File: src/hw/rcd_pkg.sv
// constants shared by the regional clock divider and its hold-off line
// assumes one clock, pclk, with every input synchronous to it
//
// What this block does
// - divide setting picks an integer ratio one to eight for the output clock
// - divide setting defaults to bypass, passing the input clock undivided
// - enable and clear have no effect while bypass is selected
// - clear resets divider state and forces the output low while set
// - enable changes take effect four input clock cycles after the transition
// - output stays static while global set/reset is high, whatever the enable, except in bypass
// - output starts toggling four input cycles after global set/reset release
// - odd ratios of three and above make the low phase one input cycle longer than high
// - every integer ratio, ratio one included, keeps the same edge alignment
// - clear release with enable active resumes the divided rate at once
// - io clock buffer passes its input clock straight to its output
package rcd_pkg;

    // ==========================================================
    // register map
    localparam logic [11:0] CTRL_OFFSET   = 12'h000;
    localparam logic [11:0] STATUS_OFFSET = 12'h004;

    // control register fields
    localparam int CTRL_DIV_LSB   = 0;
    localparam int CTRL_DIV_MSB   = 3;
    localparam int CTRL_ENABLE    = 4;
    localparam int CTRL_CLEAR     = 5;
    localparam int CTRL_GSR       = 6;

    // status register fields
    localparam int STAT_EN_EFF    = 0;
    localparam int STAT_GSR_OK    = 1;
    localparam int STAT_OUT       = 2;
    localparam int STAT_CNT_LSB   = 3;
    localparam int STAT_CNT_MSB   = 5;

    // ==========================================================
    // divide setting encoding and reset values
    localparam logic [3:0] DIV_BYPASS     = 4'h0;
    localparam logic [3:0] DIV_ONE        = 4'h1;
    localparam logic [3:0] DIV_MAX        = 4'h8;
    localparam logic [3:0] DIV_RESET      = DIV_BYPASS;
    localparam logic       ENABLE_RESET   = 1'b0;
    localparam logic       CLEAR_RESET    = 1'b0;
    localparam logic       GSR_RESET      = 1'b0;

    // ==========================================================
    // latency of enable and set/reset release, in input clock cycles
    localparam int HOLD_CYCLES = 4;

endpackage

File: src/hw/rcd_hold_line.sv
// delay line counted in input clock cycles, used for enable and set/reset release
// assumes step pulses once per input clock rising edge, all synchronous to pclk
`timescale 1ns/1ns
module rcd_hold_line (
    input  wire logic pclk,
    input  wire logic presetn,
    input  wire logic clk_en,
    input  wire logic step,
    input  wire logic clear,
    input  wire logic level_in,
    output logic      level_out
);

    typedef struct packed {
        logic [rcd_pkg::HOLD_CYCLES-1:0] taps;
    } rcd_hold_state_type;

    rcd_hold_state_type state_q;
    rcd_hold_state_type state_d;

    // ==========================================================
    // next state
    always_comb begin
        state_d = state_q;
        // clear empties the line at once so a short pulse still restarts the wait
        if (clear) begin
            state_d.taps = '0;
        end else if (step) begin
            state_d.taps = {state_q.taps[rcd_pkg::HOLD_CYCLES-2:0], level_in};
        end
    end

    always_ff @(posedge pclk or negedge presetn) begin
        if (!presetn) begin
            state_q <= '0;
        end else if (clk_en) begin
            state_q <= state_d;
        end
    end

    assign level_out = state_q.taps[rcd_pkg::HOLD_CYCLES-1];

endmodule

File: src/hw/rcd_divider.sv
// regional clock buffer with integer divider, plus the plain io clock buffer
// assumes src_clk is a slow clock sampled by pclk; each rising edge seen is one input cycle
`timescale 1ns/1ns
module rcd_divider (
    input  wire logic        pclk,
    input  wire logic        presetn,
    input  wire logic        clk_en,
    input  wire logic        psel,
    input  wire logic        penable,
    input  wire logic        pwrite,
    input  wire logic [11:0] paddr,
    input  wire logic [31:0] pwdata,
    output logic      [31:0] prdata,
    output logic             pready,
    output logic             pslverr,
    input  wire logic        src_clk,
    output logic             regional_clk_out,
    input  wire logic        io_clk_in,
    output logic             io_clk_out
);

    typedef struct packed {
        logic        src_prev;
        logic [2:0]  cnt;
        logic        out;
        logic [3:0]  divide;
        logic        enable;
        logic        clear;
        logic        global_set_reset;
        logic [31:0] rdata;
        logic        err;
    } rcd_state_type;

    rcd_state_type state_q;
    rcd_state_type state_d;

    logic       rise;
    logic       bypass;
    logic       en_eff;
    logic       gsr_ok;
    logic       running;
    logic [2:0] half;
    logic [2:0] last;
    logic       wr_ok;

    // ==========================================================
    // io clock buffer
    assign io_clk_out = io_clk_in;

    // ==========================================================
    // input edge and derived controls
    assign rise   = src_clk & ~state_q.src_prev;
    assign bypass = (state_q.divide == rcd_pkg::DIV_BYPASS);
    assign half   = state_q.divide[3:1];
    assign last   = 3'(state_q.divide - 4'h1);

    rcd_hold_line u_enable_line (
        .pclk      (pclk),
        .presetn   (presetn),
        .clk_en    (clk_en),
        .step      (rise),
        .clear     (1'b0),
        .level_in  (state_q.enable),
        .level_out (en_eff)
    );

    // set/reset empties the line, so release waits a full four input cycles
    rcd_hold_line u_gsr_line (
        .pclk      (pclk),
        .presetn   (presetn),
        .clk_en    (clk_en),
        .step      (rise),
        .clear     (state_q.global_set_reset),
        .level_in  (1'b1),
        .level_out (gsr_ok)
    );

    assign running = en_eff & gsr_ok & ~state_q.global_set_reset & ~state_q.clear;

    // ==========================================================
    // apb decode
    assign wr_ok = (pwdata[rcd_pkg::CTRL_DIV_MSB:rcd_pkg::CTRL_DIV_LSB] <= rcd_pkg::DIV_MAX);

    // ==========================================================
    // next state
    always_comb begin
        state_d = state_q;
        state_d.src_prev = src_clk;

        // divider
        if (bypass || !running) begin
            // stopped output sits low and the count restarts from zero
            state_d.cnt = 3'h0;
            state_d.out = 1'b0;
        end else if (state_q.divide == rcd_pkg::DIV_ONE) begin
            // same single register stage as the divided path keeps edges aligned
            state_d.out = src_clk;
        end else if (rise) begin
            state_d.out = (state_q.cnt < half);
            state_d.cnt = (state_q.cnt == last) ? 3'h0 : 3'(state_q.cnt + 3'h1);
        end

        // setup phase: capture read data so the access phase answers from flops
        if (psel && !penable) begin
            state_d.rdata = 32'h0000_0000;
            state_d.err   = 1'b0;
            if (paddr == rcd_pkg::CTRL_OFFSET) begin
                state_d.rdata[rcd_pkg::CTRL_DIV_MSB:rcd_pkg::CTRL_DIV_LSB] = state_q.divide;
                state_d.rdata[rcd_pkg::CTRL_ENABLE] = state_q.enable;
                state_d.rdata[rcd_pkg::CTRL_CLEAR]  = state_q.clear;
                state_d.rdata[rcd_pkg::CTRL_GSR]    = state_q.global_set_reset;
                state_d.err = pwrite & ~wr_ok;
            end else if (paddr == rcd_pkg::STATUS_OFFSET) begin
                state_d.rdata[rcd_pkg::STAT_EN_EFF] = en_eff;
                state_d.rdata[rcd_pkg::STAT_GSR_OK] = gsr_ok;
                state_d.rdata[rcd_pkg::STAT_OUT]    = state_q.out;
                state_d.rdata[rcd_pkg::STAT_CNT_MSB:rcd_pkg::STAT_CNT_LSB] = state_q.cnt;
                state_d.err = pwrite;
            end else begin
                state_d.err = 1'b1;
            end
        end

        // access phase: write takes effect at the completing edge
        if (psel && penable && pwrite && !state_q.err && paddr == rcd_pkg::CTRL_OFFSET) begin
            state_d.divide = pwdata[rcd_pkg::CTRL_DIV_MSB:rcd_pkg::CTRL_DIV_LSB];
            state_d.enable = pwdata[rcd_pkg::CTRL_ENABLE];
            state_d.clear  = pwdata[rcd_pkg::CTRL_CLEAR];
            state_d.global_set_reset    = pwdata[rcd_pkg::CTRL_GSR];
        end
    end

    always_ff @(posedge pclk or negedge presetn) begin
        if (!presetn) begin
            state_q        <= '0;
            state_q.divide <= rcd_pkg::DIV_RESET;
            state_q.enable <= rcd_pkg::ENABLE_RESET;
            state_q.clear  <= rcd_pkg::CLEAR_RESET;
            state_q.global_set_reset    <= rcd_pkg::GSR_RESET;
        end else if (clk_en) begin
            state_q <= state_d;
        end
    end

    // ==========================================================
    // outputs
    // bypass ignores enable, clear and set/reset entirely
    assign regional_clk_out = bypass ? src_clk : (state_q.out & ~state_q.clear & ~state_q.global_set_reset);
    assign prdata  = state_q.rdata;
    assign pslverr = state_q.err & psel & penable;
    assign pready  = 1'b1;

endmodule

File: config.mk
export PLATFORM = sky130hd
export DESIGN_NAME = rcd_divider
export DESIGN_NICKNAME = d
export VERILOG_FILES = /design/src/hw/rcd_pkg.sv /design/src/hw/rcd_hold_line.sv /design/src/hw/rcd_divider.sv
export SDC_FILE = /design/constraint.sdc
export NUM_CORES = 1
export LEC_CHECK = 0
export ABC_AREA = 1
export CAP_MARGIN = 20
export CORE_MARGIN = 2
export CORE_UTILIZATION = 40
export DETAILED_ROUTE_END_ITERATION = 10
export DONT_BUFFER_PORTS = 1
export GPL_TIMING_DRIVEN = 0
export MAX_ROUTING_LAYER = met4
export PLACE_DENSITY_LB_ADDON = 0.25
export SYNTH_ARGS = -nofsm -noshare
export SYNTH_HDL_FRONTEND = slang
export SYNTH_SLANG_ARGS = --single-unit
File: constraint.sdc
create_clock -name pclk -period 1.6 [get_ports pclk]
set_input_delay 0.16 -clock pclk [delete_from_list [all_inputs] [get_ports pclk]]
set_output_delay 0.16 -clock pclk [all_outputs]
set_load 0.05 [all_outputs]
[Yosys cells after proc, flatten, opt, wreduce, memory -nomap -nowiden]
Cells that the tools add are included.
Word-level totals
  register bits: 28
  latch bits: 0
  bits in writable memories: 0
  memory bits (read-only): 0
  output and inout bits: 36
  word-level logic and storage cells: 64
  memories kept: 0
Cells by class
  add/subtract/negate cells: 2
  $mul: 0
  div/mod/pow operators: 0
  magnitude comparators: 2
  eq/ne operators: 4
  shifts and indexed selects: 0
  mux-type cells: 12
  bitwise logic cells: 13
  reduce and logical (&&, ||, !) cells: 20
Operator list (count)
  $mux W4: 4
  $eq A12 B3 Y1 const B: 1
  $logic_not A12 Y1: 1
  $reduce_and A2 Y1: 5
  $and A1 B1 Y1: 9
  $mux W7: 1
  $mux W3: 2
  $mux W6: 1
  $logic_and A1 B1 Y1: 5
  $eq A4 B1 Y1 const B: 1
  $le A4 B4 Y1 const B: 1
  $logic_not A4 Y1: 1
  $mux W1: 4
  $not A1 Y1: 4
  $reduce_bool A2 Y1: 2
  $add A3 B1 Y3 const B: 1
  $eq A3 B3 Y1: 1
  $logic_not A1 Y1: 3
  $lt A3 B3 Y1: 1
  $reduce_and A3 Y1: 1
  $reduce_bool A3 Y1: 1
  $sub A3 B1 Y3 const B: 1
  $ne A2 B2 Y1 const B: 1
  $logic_or A1 B1 Y1: 1

[Longest topological paths before layout]
Gate-level depths: netlist (run 1).
  depth in word-level cells: 7
  gate-level depth with buffers: 10
  gate-level depth less buffers: 10

[Hierarchy]
A second synthesis (run 1) with hierarchy kept.
Unflattened totals
  cell total of the unflattened synthesis: 258
  area, all modules: 1926.8 um^2
By module, submodules not included
  rcd_divider: times used 1, cells each 222, area each 1591.5 um^2, sequential area each 500.5 um^2
  rcd_hold_line: times used 2, cells each 18, area each 167.7 um^2, sequential area each 100.1 um^2

[Worst setup path after synthesis (run 1)]
Ideal clock, no wire load.
  path type: register -> output
  from: register state_q[36] (netlist name)
  to: output regional_clk_out
  arrival: 1.850 ns
  required time: 1.440 ns
  setup slack: -0.410 ns
  stages on the path, launching flop included: 5
  buffers on the path: 0
  cells stage by stage: dfrtp_1 inv_1 ha_1 nand3_1 o21ai_0
On the way
  cells in the longest elaborated chain, start to end: 2
Ends and longest elaborated chain
  start, declared: RTL line rcd_divider.sv:34  | rcd_state_type state_q;
  start signal, assigned: RTL line rcd_divider.sv:141  | state_q <= state_d;
  $logic_not A4 Y1: RTL line rcd_divider.sv:53  | assign bypass = (state_q.divide == rcd_pkg::DIV_BYPASS);
  $mux W1: RTL line rcd_divider.sv:148  | assign regional_clk_out = bypass ? src_clk : (state_q.out & ~state_q.clear & ~state_q.global_set_reset);
  end, declared: RTL line rcd_divider.sv:17  | output logic regional_clk_out,
No other way between the ends.

[Final worst setup path (run 1)]
Same ends and word-level chain as after synthesis.

==> impl_metrics.ini, run 1 <==
[global_routing]
grt_first_pass_wirelength_um = 5975
grt_antenna_before_repair = 0
gr-total-overflow = 0
grt_max_degree = 29
number_of_global_route_vias_before_repair = 1328
gr-usage-all-layers_pct = 14.97

[logic_synthesis]
syn_area_per_cell_um2 = 7.663
netlist_instances = 249
synth_top_cells_by_area = dfrtp_1 (37%), nand2_1 (14%), buf_4 (13%)
synth_top_area_share_pct = 36.72
synth.top_cells.by_count = nand2_1 (70), buf_4 (34), dfrtp_1 (28)
yosys_register_bits = 28
yosys.cell_count.top_type = nand2_1
yosysTopAreaCell = dfrtp_1
synthFlopType = dfrtp_1
yosysSeqAreaShare_pct = 36.72
synth.distinct_cells = 23
synth_warnings = 0
share_of_synthesized_registers_carrying_an_async_set_or_reset_pct = 100.0
synth.cell_area_um2 = 1908
count_of_flip_flops_with_a_built_in_enable_after_synthesis = 0

[floorplan]
die_height_um = 73.07
die_outline_area_um2 = 5338
floorplan.die.width_um = 73.07
design.core.area_um2 = 4661
boundaryPins = 88
num_rows = 25
initial_core_util_pct = 40.94

[critical_path]
cp-end-kind = output port
cell_depth_of_the_worst_flop_to_flop_path = 9
r2r_start = state_q[36]
r2r_setup_slack_ps = 180
timing.critical_path.fanout_max = 3
worstPathRequired_ps = 1440
timing.setup.critical_path_class = reg2out
cp_data_arrival_time_ps = 1390
worstSetupStartpointType = flop
r2r-end = state_q[42]

[power_and_ir_drop]
power.density_cell_area_nw_per_um2 = 664.8
peakVddDrop_v = 0.0004051
cellLeakagePower_nw = 1.262

[clock_network]
cts_tree = yes
cts.sinks = 28
cts_root_buf = clkbuf_8
cts.clk_slew.worst_paths_ps = 90
cts_made_buffers = 3
clock_latency_ps = 270
htreeDepth = 1
cts.path.max_buffers = 2

[placement]
port_buffers = 0
place.detailed.hpwl_um = 2810
gp_congestion = 0.8027
dp_worst_setup_slack_ps = 86.20

[timing]
maxSlewHeadroom_pct = 62.58
report.final.setup_viol = 0
fin_crit_ps = 1547
slew_viol_final = 0
final_min_period_over_clock_period_pct = 96.71
timing.final.hold_violations = 0
total_negative_setup_slack_ps = 0
timing.fmax_mhz = 646.3
fin_ws_ps = 52.71
max_slew.worst_pin.slew_ps = 560.7
clock_skew_ps = 1.767

[detailed_routing]
drt_iter0_markers = 48
drt_drc_violations_left = 0
detail_route.vias_per_cell = 4.374
drt_pre_antenna_iters = 4
detail_route.wirelength_um = 3562
wl_per_cell_um = 10.57
num_vias = 1474
route.antenna.remaining_nets = 0

[min_path]
hp-class = in2reg
worstHoldPathCells = 2
worst_hold_startpoint = pwdata[3]
holdPathEnd = half[2]

[layout]
num-nets-final = 342
insertedDiodeCount = 0
area_delta_synth_final_pct = 15.74
post_route_cells_drive_above_1_share_pct = 26.86
post-route-util_pct = 47.38

[job]
drv.max_cap_violation_count = 0

[status]
outcome = completed
critical path, stage by stage, from the launching register on:
cell and delay (ps):
dfrtp_1 380, inv_1 90, ha_4 150, nand3_2 120, o21ai_4 360
report_power, final:
| group | leakage (nW) | switching, mW | total (mW) | internal [mW] |
|---|---|---|---|---|
| Combinational | 0.860 | 0.241 | 0.332 | 0.0909 |
| Sequential | 0.381 | 0.0149 | 0.752 | 0.738 |
| Clock | 0.0216 | 0.214 | 0.384 | 0.169 |
final cells by class:
class,count,area (um2)
fillers,470,2452
multi-input cells,178,942.2
flip-flops and latches,28,700.7
plain buffers,35,266.5
inverters,32,120.1
repair buffers,7,70.07
well taps,54,67.56
clock buffers,3,41.29
layout by cell type (no fill, tap or decap), drive strengths merged:
master	n
nand3	26
nand2	74
nor3	1
inv	32
clkbuf	3
ha	5
a21oi	2
buf	40
dlygate4sd3	2
o21ai	15
o22ai	3
dfrtp	28
xnor2	3
nand4	1
nor2	22
conb	26
state kept, by name, indices dropped and copies added (netlist names):
signal                 count
half                       3
state_q                   10
prdata                     7
u_gsr_line.state_q         4
u_enable_line.state_q      4
through the flow:
step,hold WS (ps),power [mW],std cells,area [um2]
global placement,-134.2,1.070,327,2069
floorplan,-135.6,1.051,273,2002
CTS,4.269,1.482,334,2181
global route,4.075,1.556,337,2208
detailed placement,-134.2,1.071,327,2069
finish,9.640,1.468,337,2208
per-layer routing:
metal	wire length, um	up-vias	GRT usage [%]
met5	0	-	-
met4	40	0	4.115
met3	176	4	3.315
met2	1711	41	24.42
met1	1634	641	18.68
li1	-	788	-
cell families after synthesis:
group | Yosys count | share of synthesized area, %
simple gates | 124 | 30.95
buf+inv | 67 | 20.26
flops | 28 | 36.72
compound gates | 20 | 7.016
fa+ha+maj | 5 | 3.279
xor+xnor | 3 | 1.377
other cells | 2 | 0.3936
how the worst max path moves through the flow:
stage	to	cells after the start	slack (ps)	startpoint
3_3_place_gp	regional_clk_out	4	100	state_q[36]
6_report	regional_clk_out	4	50	state_q[36]
3_5_place_dp	state_q[42]	9	90	state_q[36]
5_1_grt	regional_clk_out	4	-0.4	state_q[36]
2_1_floorplan	regional_clk_out	4	220	state_q[36]
4_1_cts	regional_clk_out	4	10	state_q[36]
repair_timing:
action                                  in CTS  in global routing
gates resized for setup                      5                  1
hold buffers                                 2                  1
setup buffers                                2                  2
pin swaps                                    1                  1
endpoints found under the setup margin       1                  2
endpoints found under the hold margin       28                  1
No activity file was read; power rests on OpenSTA's default activity.
==> run 2, diff against run 1 <==
--- a/config.mk
+++ b/config.mk
@@ -12,8 +12,7 @@
 export DETAILED_ROUTE_END_ITERATION = 10
 export DONT_BUFFER_PORTS = 1
 export GPL_TIMING_DRIVEN = 0
-export MAX_ROUTING_LAYER = met4
-export PLACE_DENSITY_LB_ADDON = 0.25
+export PLACE_DENSITY = 0.66
 export SYNTH_ARGS = -nofsm -noshare
 export SYNTH_HDL_FRONTEND = slang
 export SYNTH_SLANG_ARGS = --single-unit
==> run 2 against run 1 <==
- fmax is 2.0% higher
- first-iteration DRC count is 42% higher
- clock-buffer cell count stayed put
- die area stayed put
- non-clock buffer count is 3 lower
- sequential share of layout area is 0.33 points higher
- clock power hardly changed
- sequential power hardly changed
- setup slack better by 31 ps
- via count is 1.4% higher
- final cell count is 0.89% lower
- critical path depth stayed put
- largest power group unchanged
==> impl_metrics.ini, run 2 (synthesis results as in run 1) <==
[clock_network]
htreeDepth = 1
cts_made_buffers = 3
cts.path.max_buffers = 2
cts.clk_slew.worst_paths_ps = 80
clock_latency_ps = 280
cts.sinks = 28
cts_tree = yes
cts_root_buf = clkbuf_8

[min_path]
worst_hold_startpoint = pwdata[5]
holdPathEnd = state_q[34]
hp-class = in2reg
worstHoldPathCells = 2

[layout]
largest_reg_flops = 10
post_route_cells_drive_above_1_share_pct = 26.79
most-common-layout-cells = nand2_1 (70), buf_4 (36), dfrtp_1 (27), conb_1 (26), nand3_1 (24)
largest_register = state_q
final_cell_area_um2 = 2190
insertedDiodeCount = 0
mostFrequentLayoutCell = nand2_1
num-nets-final = 339
area_delta_synth_final_pct = 14.75
fillers = 468

[placement]
place.detailed.hpwl_um = 2847
port_buffers = 0
gp_congestion = 0.7806
place_area_um2 = 2069

[critical_path]
cp_data_arrival_time_ps = 1360
timing.critical_path.fanout_max = 3
cell_depth_of_the_worst_flop_to_flop_path = 9
r2r-end = state_q[42]
r2r_setup_slack_ps = 220
worstSetupStartpointType = flop
r2r_start = state_q[36]
worstPathRequired_ps = 1440
timing.setup.critical_path_class = reg2out
cp-end-kind = output port

[detailed_routing]
drt_iter0_markers = 68
detail_route.vias_per_cell = 4.476
drt_drc_violations_left = 0
num_vias = 1495
drt_pre_antenna_iters = 4
route.antenna.remaining_nets = 0
detail_route.wirelength_um = 3527
wl_per_cell_um = 10.56

[floorplan]
die_outline_area_um2 = 5338
num_rows = 25
floorplan.die.width_um = 73.07
initial_core_util_pct = 40.94
die_height_um = 73.07
boundaryPins = 88
design.core.area_um2 = 4661

[global_routing]
gr-total-overflow = 0
grt_first_pass_wirelength_um = 5685
number_of_global_route_vias_before_repair = 1249
grt_antenna_before_repair = 0
gr-usage-all-layers_pct = 13.71
grt_max_degree = 29

[timing]
rsz_0062_raised_after_global_routing = false
timing.fmax_mhz = 659.5
timing.final.hold_violations = 0
final_min_period_over_clock_period_pct = 94.77
report.final.setup_viol = 0
total_negative_setup_slack_ps = 0
fin_crit_ps = 1516
max_slew.worst_pin.slew_ps = 874.4
slew_viol_final = 0
maxSlewHeadroom_pct = 41.49
clock_skew_ps = 8.503

[power_and_ir_drop]
cellLeakagePower_nw = 1.248
peakVddDrop_v = 0.0003227
power.density_cell_area_nw_per_um2 = 670.0
totalPowerFinal_mw = 1.467

[status]
outcome = completed

[job]
drv.max_cap_violation_count = 0
==> run 2: metrics by stage <==
stage	setup slack [ps]	hold WS, ps	utilization [%]	std cells
global route	3.887	2.402	46.98	334
detailed placement	65.08	-134.7	44.40	327
global placement	85.17	-134.4	44.40	327
CTS	19.75	8.878	46.98	334
floorplan	215.1	-135.6	-	273
finish	83.64	12.53	46.98	334
==> run 2: power breakdown <==
part	total [mW]	internal, mW	switching [mW]
Sequential	0.752	0.738	0.0148
Clock	0.385	0.170	0.216
Combinational	0.329	0.0889	0.240
Total	1.47	0.996	0.471
==> run 2: what timing repair did <==
action | 4_1_cts | 5_1_grt
resized for setup | 7 | 1
setup buffers | 2 | 0
endpoints found under the hold margin | 28 | 0
pin swaps | 1 | 1
endpoints found under the setup margin | 1 | 1
hold buffers | 2 | 0
==> run 2: worst max-delay path by stage <==
stage                start          endpoint  slack, ps  cells after the start
2_1_floorplan  state_q[36]  regional_clk_out        220                      4
3_3_place_gp   state_q[36]  regional_clk_out         90                      4
3_5_place_dp   state_q[36]       state_q[42]         70                      9
4_1_cts        state_q[36]  regional_clk_out         20                      4
5_1_grt         state_q[0]           pslverr          4                      2
6_report       state_q[36]  regional_clk_out         80                      4
==> run 2: final cells by class <==
cell class / instances / area [um2] / share of cell area (%)
multi-input combinational: 178 / 947.2 / 43.26
sequential: 28 / 701.9 / 32.06
buffer: 35 / 266.5 / 12.17
inverter: 32 / 120.1 / 5.486
tap: 54 / 67.56 / 3.086
timing repair buffer: 4 / 45.04 / 2.057
clock buffer: 3 / 41.29 / 1.886
==> run 2: worst max-delay path: stages, from the launching register on <==
cell     delay [ps]
dfrtp_2         410
inv_2            70
ha_4            150
nand3_4          90
o21ai_4         350
==> run 2: metal layers <==
metal | GRT usage, % | vias to the layer above | wire length [um]
met1 | 18.62 | 681 | 1627
met3 | 2.486 | 5 | 123
met2 | 22.42 | 32 | 1735
met5 | 0 | - | 0
met4 | 3.704 | 0 | 41
li1 | - | 777 | -
==> run 3, diff against run 2 <==
--- a/config.mk
+++ b/config.mk
@@ -8,11 +8,11 @@
 export ABC_AREA = 1
 export CAP_MARGIN = 20
 export CORE_MARGIN = 2
-export CORE_UTILIZATION = 40
+export CORE_UTILIZATION = 60
 export DETAILED_ROUTE_END_ITERATION = 10
 export DONT_BUFFER_PORTS = 1
 export GPL_TIMING_DRIVEN = 0
-export PLACE_DENSITY = 0.66
+export PLACE_DENSITY = 0.88
 export SYNTH_ARGS = -nofsm -noshare
 export SYNTH_HDL_FRONTEND = slang
 export SYNTH_SLANG_ARGS = --single-unit
==> run 3 against run 2 <==
- critical path depth stayed put
- clock-buffer cell count is 1 higher
- wire length grew 8.1%
==> impl_metrics.ini, run 3 (synthesis results as in run 1) <==
[status]
outcome = completed

[floorplan]
die_outline_area_um2 = 3647
design.core.area_um2 = 3028
num_rows = 20
die_height_um = 60.39
floorplan.die.width_um = 60.39
boundaryPins = 88
initial_core_util_pct = 63.02

[layout]
area_delta_synth_final_pct = 18.16
mostFrequentLayoutCell = nand2_1
num-nets-final = 347
final_cell_area_um2 = 2255
largest_reg_flops = 10
fillers = 254
largest_register = state_q
insertedDiodeCount = 0
post_route_cells_drive_above_1_share_pct = 26.64
most-common-layout-cells = nand2_1 (70), buf_4 (36), dfrtp_1 (27), conb_1 (26), nand3_1 (24)

[timing]
timing.fmax_mhz = 633.4
fin_ws_ps = 21.20
final_min_period_over_clock_period_pct = 98.67
fin_crit_ps = 1579
rsz_0062_raised_after_global_routing = true
report.final.setup_viol = 0
clock_skew_ps = 6.732
timing.final.hold_violations = 0
slew_viol_final = 0
maxSlewHeadroom_pct = 62.65
max_slew.worst_pin.slew_ps = 559.6
total_negative_setup_slack_ps = 0

[detailed_routing]
drt_pre_antenna_iters = 4
drt_iter0_markers = 82
wl_per_cell_um = 11.45
drt_drc_violations_left = 0
detail_route.wirelength_um = 3812
route.antenna.remaining_nets = 0
detail_route.vias_per_cell = 4.691
num_vias = 1562

[power_and_ir_drop]
p_sw_share_pct = 31.91
power_frac_seq_pct = 52.4
cellLeakagePower_nw = 1.281
totalPowerFinal_mw = 1.438
total_switching_power_mw = 0.4589
combPwrFrac_pct = 24.1
peakVddDrop_v = 0.0006112
power_frac_clock_pct = 23.5
power.density_cell_area_nw_per_um2 = 637.9
power_report.internal_total_mw = 0.9793

[clock_network]
clock_latency_ps = 320
cts.clk_slew.worst_paths_ps = 150
cts.sinks = 28
cts_made_buffers = 3
cts_tree = yes
cts_root_buf = clkbuf_4
htreeDepth = 1
cts.path.max_buffers = 2

[min_path]
worst_hold_startpoint = penable
worstHoldPathCells = 3
holdPathEnd = prdata[4]
hp-class = in2reg

[global_routing]
grt_first_pass_wirelength_um = 6189
gr-usage-all-layers_pct = 22.50
number_of_global_route_vias_before_repair = 1452
grt_antenna_before_repair = 0
grt_max_degree = 29
gr-total-overflow = 0

[placement]
gp_congestion = 0.8207
port_buffers = 0
place.detailed.hpwl_um = 2823
dp_worst_setup_slack_ps = 65.36
place_area_um2 = 2057

[job]
drv.max_cap_violation_count = 0

[critical_path]
cell_depth_of_the_worst_flop_to_flop_path = 9
worstPathRequired_ps = 1440
cp-end-kind = output port
r2r_start = state_q[36]
worstSetupStartpointType = flop
cp_data_arrival_time_ps = 1420
r2r-end = state_q[43]
timing.critical_path.fanout_max = 3
r2r_setup_slack_ps = 210
timing.setup.critical_path_class = reg2out
==> run 3: worst max path at each step <==
stage / startpoint / to / cells past startpoint
global route: half[0] / regional_clk_out / 4
CTS: half[0] / regional_clk_out / 4
detailed placement: state_q[36] / state_q[41] / 9
global placement: state_q[36] / state_q[41] / 9
floorplan: state_q[36] / regional_clk_out / 4
finish: state_q[36] / regional_clk_out / 4
==> run 3: worst max-delay path, stage by stage, from the launching register on <==
cell and delay [ps]:
dfrtp_2 440, inv_2 70, ha_4 150, nand3_4 90
o21ai_4 340
==> run 3: final cells by class <==
class,count,area [um2],area share [%]
clock buffers,4,36.28,1.609
multi-input cells,178,949.7,42.12
well taps,44,55.05,2.442
inverters,32,120.1,5.327
repair buffers,12,125.1,5.549
flip-flops and latches,28,701.9,31.13
plain buffers,35,266.5,11.82
==> run 3: what timing repair did <==
action / 4_1_cts / 5_1_grt
setup endpoints to repair: 2 / 1
pin swaps: 1 / 1
gates resized for setup: 9 / 0
hold buffers: 10 / 0
endpoints found under the hold margin: 36 / 0
buffers inserted: 2 / 0
==> run 3: power by group through the flow <==
stage                     logic (mW)  clock network, mW  registers, mW
after floorplan                0.288                  0          0.764
after global placement         0.301                  0          0.766
after detailed placement       0.303                  0          0.768
after CTS                      0.342              0.343          0.754
after global routing           0.375              0.382          0.757
final                          0.346              0.338          0.754
==> run 3: metrics by stage <==
stage	utilization (%)	instances	hold slack [ps]
floorplan	-	273	-135.6
global placement	67.93	317	-134.7
detailed placement	67.93	317	-134.8
CTS	74.46	333	0.9795
global route	74.46	333	0.9696
finish	74.46	333	2.006
==> run 3: metal layers <==
metal	GRT usage [%]	up-vias	share of wire (%)
met5	0	-	0
met4	2.540	0	0.47
met3	4.264	2	4.9
met2	43.48	42	55
met1	26.42	726	40
li1	-	792	-
